==> src/logic/duc_pkg.sv <==
/*
 Constants for the dual channel pin control block: register indexes, field
 positions, reset values and the sampling figure of the receive vote.
 Assumes an APB master with 32-bit data; each register takes one word.
*/
package duc_pkg;

   // ---------------------------------------------------------------
   // Address layout
   // ---------------------------------------------------------------
   localparam int NCH = 2;
   localparam int ADDR_W = 6;
   localparam int IDX_LSB = 2;
   localparam int IDX_W = 3;
   localparam int CH_BIT = 5;

   localparam logic [2:0] REG_IER = 3'h1;
   localparam logic [2:0] REG_EFR = 3'h2;
   localparam logic [2:0] REG_MCR = 3'h4;
   localparam logic [2:0] REG_MSR = 3'h6;
   localparam logic [2:0] REG_TRIG = 3'h7;

   // ---------------------------------------------------------------
   // Fields
   // ---------------------------------------------------------------
   localparam int MCR_DTR = 0;
   localparam int MCR_RTS = 1;
   localparam int MCR_IRQ_EN = 3;
   localparam int MCR_LOOP = 4;
   localparam int EFR_AUTO_RTS = 6;
   localparam int EFR_AUTO_CTS = 7;
   localparam int IER_MODEM = 3;
   localparam int MSR_RING_EDGE = 2;
   localparam int MSR_RING = 6;
   localparam int TRIG_RX_LSB = 0;
   localparam int TRIG_TX_LSB = 4;
   localparam int TRIG_W = 4;

   // ---------------------------------------------------------------
   // Reset values and sampling
   // ---------------------------------------------------------------
   localparam logic [7:0] IER_RST = 8'h00;
   localparam logic [7:0] EFR_RST = 8'h00;
   localparam logic [7:0] MCR_RST = 8'h00;
   localparam logic [7:0] TRIG_RST = 8'h11;
   localparam logic [1:0] VOTE_LAST = 2'h2;
   localparam logic [2:0] VOTE_IDLE = 3'h7;

endpackage : duc_pkg

==> src/logic/duc_channel_pins.sv <==
/*
 Pin control of a two channel serial transceiver: APB register access,
 modem handshake pins, interrupt pin with its enable, DMA ready pins,
 local loopback and three sample majority vote on the receive line.
 Assumes the character engine and its queues sit outside and report their
 fill levels, timeout, error and interrupt request synchronous to pclk.
*/
`timescale 1ns/1ns

// How it works
// - Write data lands in addressed channel register
// - Interrupt enable bit set: drive irq, output low
// - Enable bit clear: irq released, output high
// - Both user outputs high after reset
// - Reset clears IER, EFR, MCR, irq, irq enable, tx allow, vote valid; TRIG gets 11h, other pins high
// - Transmit and receive disabled during reset
// - Ring input rising edge raises modem interrupt
// - Control bit 1 drives request-to-send low
// - Request-to-send high after reset
// - Request-to-send steers flow only when auto
// - Loopback feeds transmit data into receiver
// - Receive ready low at trigger or timeout
// - Receive ready high when empty or error
// - Transmit ready low when free reaches trigger
// - Transmit ready high when buffer full
// - Three samples, majority vote per bit
// - Vote applies to every received bit
// - Read returns addressed register contents
// - Control bit 0 drives terminal-ready low
// - Clear-to-send gates transmit only when auto
// - Irq only when enabled, allowed, pending
module duc_channel_pins #(
   parameter int LVL_W = 7
) (
   input wire logic pclk,
   input wire logic presetn,
   input wire logic ce,
   input wire logic psel,
   input wire logic penable,
   input wire logic pwrite,
   input wire logic [duc_pkg::ADDR_W-1:0] paddr,
   input wire logic [31:0] pwdata,
   output logic [31:0] prdata,
   output logic pready,
   output logic pslverr,
   input wire logic [duc_pkg::NCH-1:0] ring_indicate_n,
   input wire logic [duc_pkg::NCH-1:0] cts_n,
   input wire logic [duc_pkg::NCH-1:0] rx_pin,
   input wire logic [duc_pkg::NCH-1:0] tx_serial,
   input wire logic [duc_pkg::NCH-1:0] rx_sample_tick,
   input wire logic [duc_pkg::NCH-1:0] auto_rts_room,
   input wire logic [duc_pkg::NCH-1:0] core_irq,
   input wire logic [duc_pkg::NCH-1:0] rx_timeout,
   input wire logic [duc_pkg::NCH-1:0] rx_error,
   input wire logic [duc_pkg::NCH*LVL_W-1:0] rx_level,
   input wire logic [duc_pkg::NCH*LVL_W-1:0] tx_free,
   output wire logic [duc_pkg::NCH-1:0] user_output,
   output wire logic [duc_pkg::NCH-1:0] channel_irq,
   output wire logic [duc_pkg::NCH-1:0] channel_irq_oe,
   output wire logic [duc_pkg::NCH-1:0] dtr_n,
   output wire logic [duc_pkg::NCH-1:0] rts_n,
   output wire logic [duc_pkg::NCH-1:0] tx_pin,
   output wire logic [duc_pkg::NCH-1:0] tx_allow,
   output wire logic [duc_pkg::NCH-1:0] rx_voted,
   output wire logic [duc_pkg::NCH-1:0] rx_voted_valid,
   output wire logic [duc_pkg::NCH-1:0] rx_dma_ready_n,
   output wire logic [duc_pkg::NCH-1:0] tx_dma_ready_n
);

   // ---------------------------------------------------------------
   // APB slave
   // ---------------------------------------------------------------
   logic pready_q;
   logic pslverr_q;
   logic [31:0] prdata_q;
   logic access;
   logic done;
   logic mapped;
   logic [duc_pkg::IDX_W-1:0] idx;
   logic ch;
   logic [7:0] rd_val [duc_pkg::NCH];

   assign access = psel & penable;
   assign done = access & pready_q;
   assign idx = paddr[duc_pkg::IDX_LSB +: duc_pkg::IDX_W];
   assign ch = paddr[duc_pkg::CH_BIT];
   assign mapped = (idx == duc_pkg::REG_IER) | (idx == duc_pkg::REG_EFR) | (idx == duc_pkg::REG_MCR) |
                   (idx == duc_pkg::REG_MSR) | (idx == duc_pkg::REG_TRIG);

   // One wait state so read data comes from a flop
   always_ff @(posedge pclk or negedge presetn) begin
      if (!presetn) begin
         pready_q <= 1'b0;
      end else if (ce) begin
         pready_q <= access & ~pready_q;
      end
   end

   // Error flag rides with pready; unmapped writes are dropped
   always_ff @(posedge pclk or negedge presetn) begin
      if (!presetn) begin
         pslverr_q <= 1'b0;
      end else if (ce) begin
         if (access & ~pready_q) begin
            pslverr_q <= ~mapped;
         end
      end
   end

   always_ff @(posedge pclk or negedge presetn) begin
      if (!presetn) begin
         prdata_q <= 32'h0;
      end else if (ce) begin
         if (access & ~pready_q) begin
            if (!pwrite && mapped) begin
               prdata_q <= {24'h0, rd_val[ch]};
            end else begin
               prdata_q <= 32'h0;
            end
         end
      end
   end

   assign prdata = prdata_q;
   assign pready = pready_q;
   assign pslverr = pslverr_q;

   // ---------------------------------------------------------------
   // Per channel logic
   // ---------------------------------------------------------------
   for (genvar g = 0; g < duc_pkg::NCH; g++) begin : g_ch
      logic [7:0] ier_q;
      logic [7:0] efr_q;
      logic [7:0] mcr_q;
      logic [7:0] trig_q;
      logic ring_prev_q;
      logic ring_edge_q;
      logic user_q;
      logic irq_q;
      logic irq_oe_q;
      logic dtr_q;
      logic rts_q;
      logic tx_q;
      logic allow_q;
      logic [2:0] samp_q;
      logic [1:0] cnt_q;
      logic vote_q;
      logic vote_vld_q;
      logic rxr_q;
      logic txr_q;
      logic sel;
      logic wr;
      logic msr_rd;
      logic ring_rise;
      logic rx_in;
      logic [LVL_W-1:0] rx_lvl;
      logic [LVL_W-1:0] tx_fr;
      logic [LVL_W-1:0] rx_trig;
      logic [LVL_W-1:0] tx_trig;

      assign sel = (ch == 1'(g));
      assign wr = done & pwrite & mapped & sel;
      assign msr_rd = done & ~pwrite & sel & (idx == duc_pkg::REG_MSR);
      assign ring_rise = ring_indicate_n[g] & ~ring_prev_q;
      assign rx_lvl = rx_level[g*LVL_W +: LVL_W];
      assign tx_fr = tx_free[g*LVL_W +: LVL_W];
      assign rx_trig = LVL_W'(trig_q[duc_pkg::TRIG_RX_LSB +: duc_pkg::TRIG_W]);
      assign tx_trig = LVL_W'(trig_q[duc_pkg::TRIG_TX_LSB +: duc_pkg::TRIG_W]);

      // -------------------------------------------------------------
      // Registers
      // -------------------------------------------------------------
      always_ff @(posedge pclk or negedge presetn) begin
         if (!presetn) begin
            ier_q <= duc_pkg::IER_RST;
            efr_q <= duc_pkg::EFR_RST;
            mcr_q <= duc_pkg::MCR_RST;
            trig_q <= duc_pkg::TRIG_RST;
         end else if (ce && wr) begin
            case (idx)
               duc_pkg::REG_IER: ier_q <= pwdata[7:0];
               duc_pkg::REG_EFR: efr_q <= pwdata[7:0];
               duc_pkg::REG_MCR: mcr_q <= pwdata[7:0];
               duc_pkg::REG_TRIG: trig_q <= pwdata[7:0];
               default: ier_q <= ier_q;
            endcase
         end
      end

      // Sticky ring edge; a new edge beats the read that clears it
      always_ff @(posedge pclk or negedge presetn) begin
         if (!presetn) begin
            ring_prev_q <= 1'b0;
            ring_edge_q <= 1'b0;
         end else if (ce) begin
            ring_prev_q <= ring_indicate_n[g];
            if (ring_rise) begin
               ring_edge_q <= 1'b1;
            end else if (msr_rd) begin
               ring_edge_q <= 1'b0;
            end
         end
      end

      always_comb begin
         rd_val[g] = 8'h00;
         case (idx)
            duc_pkg::REG_IER: rd_val[g] = ier_q;
            duc_pkg::REG_EFR: rd_val[g] = efr_q;
            duc_pkg::REG_MCR: rd_val[g] = mcr_q;
            duc_pkg::REG_TRIG: rd_val[g] = trig_q;
            duc_pkg::REG_MSR: begin
               rd_val[g][duc_pkg::MSR_RING] = ~ring_prev_q;
               rd_val[g][duc_pkg::MSR_RING_EDGE] = ring_edge_q;
            end
            default: rd_val[g] = 8'h00;
         endcase
      end

      // -------------------------------------------------------------
      // Modem and interrupt pins
      // -------------------------------------------------------------
      always_ff @(posedge pclk or negedge presetn) begin
         if (!presetn) begin
            user_q <= 1'b1;
            irq_q <= 1'b0;
            irq_oe_q <= 1'b0;
         end else if (ce) begin
            user_q <= ~mcr_q[duc_pkg::MCR_IRQ_EN];
            irq_oe_q <= mcr_q[duc_pkg::MCR_IRQ_EN];
            irq_q <= mcr_q[duc_pkg::MCR_IRQ_EN] &
                     (core_irq[g] | (ier_q[duc_pkg::IER_MODEM] & ring_edge_q));
         end
      end

      always_ff @(posedge pclk or negedge presetn) begin
         if (!presetn) begin
            dtr_q <= 1'b1;
            rts_q <= 1'b1;
         end else if (ce) begin
            dtr_q <= ~mcr_q[duc_pkg::MCR_DTR];
            if (efr_q[duc_pkg::EFR_AUTO_RTS]) begin
               rts_q <= ~(mcr_q[duc_pkg::MCR_RTS] & auto_rts_room[g]);
            end else begin
               rts_q <= ~mcr_q[duc_pkg::MCR_RTS];
            end
         end
      end

      always_ff @(posedge pclk or negedge presetn) begin
         if (!presetn) begin
            allow_q <= 1'b0;
         end else if (ce) begin
            allow_q <= ~efr_q[duc_pkg::EFR_AUTO_CTS] | ~cts_n[g];
         end
      end

      // -------------------------------------------------------------
      // Serial path, loopback and vote
      // -------------------------------------------------------------
      // Loopback keeps the pin at mark so the far end sees idle line
      assign rx_in = mcr_q[duc_pkg::MCR_LOOP] ? tx_serial[g] : rx_pin[g];

      always_ff @(posedge pclk or negedge presetn) begin
         if (!presetn) begin
            tx_q <= 1'b1;
         end else if (ce) begin
            tx_q <= mcr_q[duc_pkg::MCR_LOOP] | tx_serial[g];
         end
      end

      // Three ticks per bit; the engine spaces them around mid-bit
      always_ff @(posedge pclk or negedge presetn) begin
         if (!presetn) begin
            samp_q <= duc_pkg::VOTE_IDLE;
            cnt_q <= 2'h0;
            vote_q <= 1'b1;
            vote_vld_q <= 1'b0;
         end else if (ce) begin
            vote_vld_q <= 1'b0;
            if (rx_sample_tick[g]) begin
               samp_q <= {samp_q[1:0], rx_in};
               if (cnt_q == duc_pkg::VOTE_LAST) begin
                  cnt_q <= 2'h0;
                  vote_q <= (samp_q[1] & samp_q[0]) | (samp_q[1] & rx_in) |
                            (samp_q[0] & rx_in);
                  vote_vld_q <= 1'b1;
               end else begin
                  cnt_q <= cnt_q + 2'h1;
               end
            end
         end
      end

      // -------------------------------------------------------------
      // DMA ready pins
      // -------------------------------------------------------------
      // Empty or error outranks trigger so a bad byte is never fetched blind
      always_ff @(posedge pclk or negedge presetn) begin
         if (!presetn) begin
            rxr_q <= 1'b1;
         end else if (ce) begin
            if (rx_lvl == '0 || rx_error[g]) begin
               rxr_q <= 1'b1;
            end else if (rx_lvl >= rx_trig || rx_timeout[g]) begin
               rxr_q <= 1'b0;
            end
         end
      end

      // Full outranks trigger, as on the receive side
      always_ff @(posedge pclk or negedge presetn) begin
         if (!presetn) begin
            txr_q <= 1'b1;
         end else if (ce) begin
            if (tx_fr == '0) begin
               txr_q <= 1'b1;
            end else if (tx_fr >= tx_trig) begin
               txr_q <= 1'b0;
            end
         end
      end

      assign user_output[g] = user_q;
      assign channel_irq[g] = irq_q;
      assign channel_irq_oe[g] = irq_oe_q;
      assign dtr_n[g] = dtr_q;
      assign rts_n[g] = rts_q;
      assign tx_pin[g] = tx_q;
      assign tx_allow[g] = allow_q;
      assign rx_voted[g] = vote_q;
      assign rx_voted_valid[g] = vote_vld_q;
      assign rx_dma_ready_n[g] = rxr_q;
      assign tx_dma_ready_n[g] = txr_q;
   end

endmodule : duc_channel_pins

==> config.mk <==
export PLATFORM = sky130hd
export DESIGN_NAME = duc_channel_pins
export DESIGN_NICKNAME = d
export VERILOG_FILES = /design/src/logic/duc_pkg.sv /design/src/logic/duc_channel_pins.sv
export SDC_FILE = /design/constraint.sdc
export NUM_CORES = 1
export LEC_CHECK = 0
export BUFFER_PORTS_ARGS = -buffer_cell sky130_fd_sc_hd__buf_4
export CAP_MARGIN = 20
export CORE_AREA = 2 2 140 142
export CTS_BUF_LIST = sky130_fd_sc_hd__clkbuf_8
export DETAILED_ROUTE_END_ITERATION = 8
export DIE_AREA = 0 0 142 144
export PLACE_DENSITY_LB_ADDON = 0.15
export REMOVE_ABC_BUFFERS = 1
export SLEW_MARGIN = 10
export SYNTH_ARGS = -nofsm -noshare
export SYNTH_HDL_FRONTEND = slang
export SYNTH_SLANG_ARGS = --single-unit
==> constraint.sdc <==
create_clock -name pclk -period 1.45 [get_ports pclk]
set_input_delay 0.2175 -clock pclk [delete_from_list [all_inputs] [get_ports pclk]]
set_output_delay 0.2175 -clock pclk [all_outputs]
set_load 0.03 [all_outputs]
==> impl_metrics.ini <==
[layout]
nets = 738
final_cell_area_um2 = 7360
fin_util_pct = 38.6
final_cell_mix = 147 x buf_4, 86 x dfrtp_1, 44 x mux2_2
area_growth_pct = 30.8
layout-drive-gt1-share_pct = 46.5
antennaDiodeCount = 0
final_common_cell = buf_4

[sta]
tightest_slew_ps = 538
hold_violations = 0
finalWorstSetupSlack_ps = -144
fmax_ghz = 0.627
max-slew-margin-rel_pct = 64.1
rsz0062_at_grt = yes
post-route-period-util_pct = 110
slew_violations = 0
finalSetupViolCount = 66
finClkSkew_ps = 12.5
layout_min_cycle_time_ps = 1590

[setup_path]
crit_start = pready
cp.required_ps = 1720
cp_slowest_cell = dfrtp_1
crit_end = g_ch[1].mcr_q[2]
arrival_ps = 1870
crit_type = flop to flop
end_kind = flop
reg2reg_depth = 7
path_cells = inv_2 -> nor2_4 -> buf_4 -> and3_4 -> nand3_4 -> buf_4 -> mux2_1
regToRegSetupSlack_ps = -140
r2r_start = pready
path_max_fanout = 4
startpoint_type = flop
rr_endpoint = g_ch[1].mcr_q[2]
slowest_delay_ps = 380
crit_top_cell = buf_4

[synth]
synthFlopType = dfrtp_1
syn_area_per_cell_um2 = 11.3
synthArstFlopShare_pct = 100
synth-seq-cells = 108
netlist.area_leader.share_pct = 38.3
synthTopCellsByArea = dfrtp_1 38%, mux2_2 14%, dfstp_2 10%
ys_warn_count = 0
synth_top_area_cell = dfrtp_1
synth_area_um2 = 5620
yosysUniqueCellTypes = 43
synth_edf_count = 0
syn_inst = 499
synth.yosys.seq_area_share_pct = 48.6

[cts]
insertion_delay_ps = 390
path_clk_slew_ps = 110
htreeDepth = 3
cts_buffer_depth = 2
clock_sinks = 108
cts-root-buf = clkbuf_8
cts_tree = yes
cts_buffers = 9

[drt]
routedWlPerCell_um = 17.5
antenna_left = 0
wirelength_um = 15300
dr.first_iter.drc_count = 200
first_pass_iters = 4
drt-vias-per-instance = 4.76
drc = 0
vias = 4163

[global_route]
grt_pass1_wl_um = 24100
grt_pass1_vias = 4311
grt_max_degree = 41
track_usage_pct = 15.6
overflow = 0
antenna_found_initial = 0

[power]
power.density_nw_per_um2 = 875
power.total_mw = 6.44
leakagePower_nw = 3.46
ir_worst_vdd_mv = 0.390

[floorplanning]
ioPinCount = 146
core_um2 = 19100
start_util_pct = 29.5
rows = 51
fp.dieW_um = 142
die_y_um = 144
dieArea_um2 = 20400

[outcome]
violations = negative setup slack
outcome = finished with violations

[placement]
pre_cts_ws_ps = -230
placed_area_um2 = 6850
routabilityCongestion = 0.778
dp_hpwl_um = 11100
port_buffers = 95

[run]
maxCapViolCount = 0

[min_path]
worstHoldPathType = primary input to flop
## state kept, by name, summed over array words and instances, names as in the netlist, 2 cells and up
register          count
g_ch.txr_q            2
g_ch.dtr_q            2
g_ch.irq_oe_q         2
g_ch.cnt_q            4
g_ch.rxr_q            2
prdata                8
g_ch.efr_q           16
g_ch.ring_edge_q      2
g_ch.allow_q          2
g_ch.trig_q          16
g_ch.vote_q           2
g_ch.irq_q            2
g_ch.user_q           2
g_ch.ring_prev_q      2
g_ch.tx_q             2
g_ch.mcr_q           16
g_ch.ier_q           16
g_ch.samp_q           4
g_ch.vote_vld_q       2
g_ch.rts_q            2
## stage by stage
stage	setup TNS, ps	std cells	hold WS (ps)
3_5_place_dp	-12860	852	164
6_report	-6040	874	55.5
4_1_cts	-7620	874	40.0
2_1_floorplan	-18620	457	-78.1
5_1_grt	-10430	874	60.2
3_3_place_gp	-11690	852	158
## worst min-delay path by stage
| stage | start | endpoint | slack [ps] | depth (start not counted) |
|---|---|---|---|---|
| after floorplan | presetn | g_ch[0].allow_q | -80 | 0 |
| after global placement | presetn | g_ch[1].ring_prev_q | 160 | 1 |
| after detailed placement | presetn | g_ch[1].ring_prev_q | 160 | 1 |
| after CTS | ring_indicate_n[0] | g_ch[0].ring_prev_q | 40 | 3 |
| after global routing | auto_rts_room[1] | g_ch[1].rts_q | 60 | 3 |
| final | ring_indicate_n[1] | g_ch[1].ring_prev_q | 60 | 3 |
## cell usage after synthesis, types with 6 or more instances
library cell  number
a32o_1             7
nand2b_1          10
dfrtp_1           86
ha_1              16
dfstp_2           22
inv_1             33
a221oi_1          15
nand2_1           20
a21o_1             6
nor2_1            20
a21oi_1           28
mux2_2            69
buf_4             49
nor3_1             8
clkbuf_1           8
a22oi_1           12
buf_2              8
o21ai_0           23
## kinds of logic (layout without fill, tap and decap cells)
| kind of cell | Yosys count | count (layout) | synth area share [%] |
|---|---|---|---|
| flip-flops | 108 | 108 | 48.6 |
| adder cells (fa/ha/maj) | 19 | 19 | 4.27 |
| AO/OA/AOI/OAI | 107 | 107 | 12.7 |
| AND/OR/NAND/NOR | 86 | 86 | 8.63 |
| buffers and inverters | 99 | 213 | 10.1 |
| multiplexers | 79 | 79 | 15.7 |
| other | 1 | 24 | 0.0667 |
## critical path: cells and delay by family, from the launching register on
kind / cells / cell delay (ps)
flops: 1 / 380
buf+inv: 3 / 340
mux: 1 / 300
simple gates: 3 / 460
## timing repair
item / in CTS / in global routing
pin swaps: 16 / 10
buffers inserted: 3 / 0
hold buffers: 3 / 0
hold endpoints to repair: 17 / 0
resized for setup: 46 / 12
setup endpoints to repair: 68 / 76
## metal layers
metal	track usage (%)	wire length [um]	vias to the layer above
met5	0	0	-
met4	4.95	206	0
met3	2.48	543	14
met2	24.9	7310	87
met1	21.6	7250	2083
li1	-	-	1979
## report_power, final
part,internal (mW),switching [mW]
Sequential,3.25,0.129
Clock,0.710,1.09
Combinational,0.553,0.708
Total,4.51,1.92
## final cells by class
cell class / instances / area (um^2)
flip-flops and latches: 108 / 2730
repair buffers: 163 / 1350
inverters: 34 / 128
fillers: 1897 / 11700
clock buffers: 11 / 151
multi-input cells: 315 / 2670
well taps: 238 / 298
clock inverters: 5 / 28.8
Note: power is estimated with default switching activity, not from simulation.
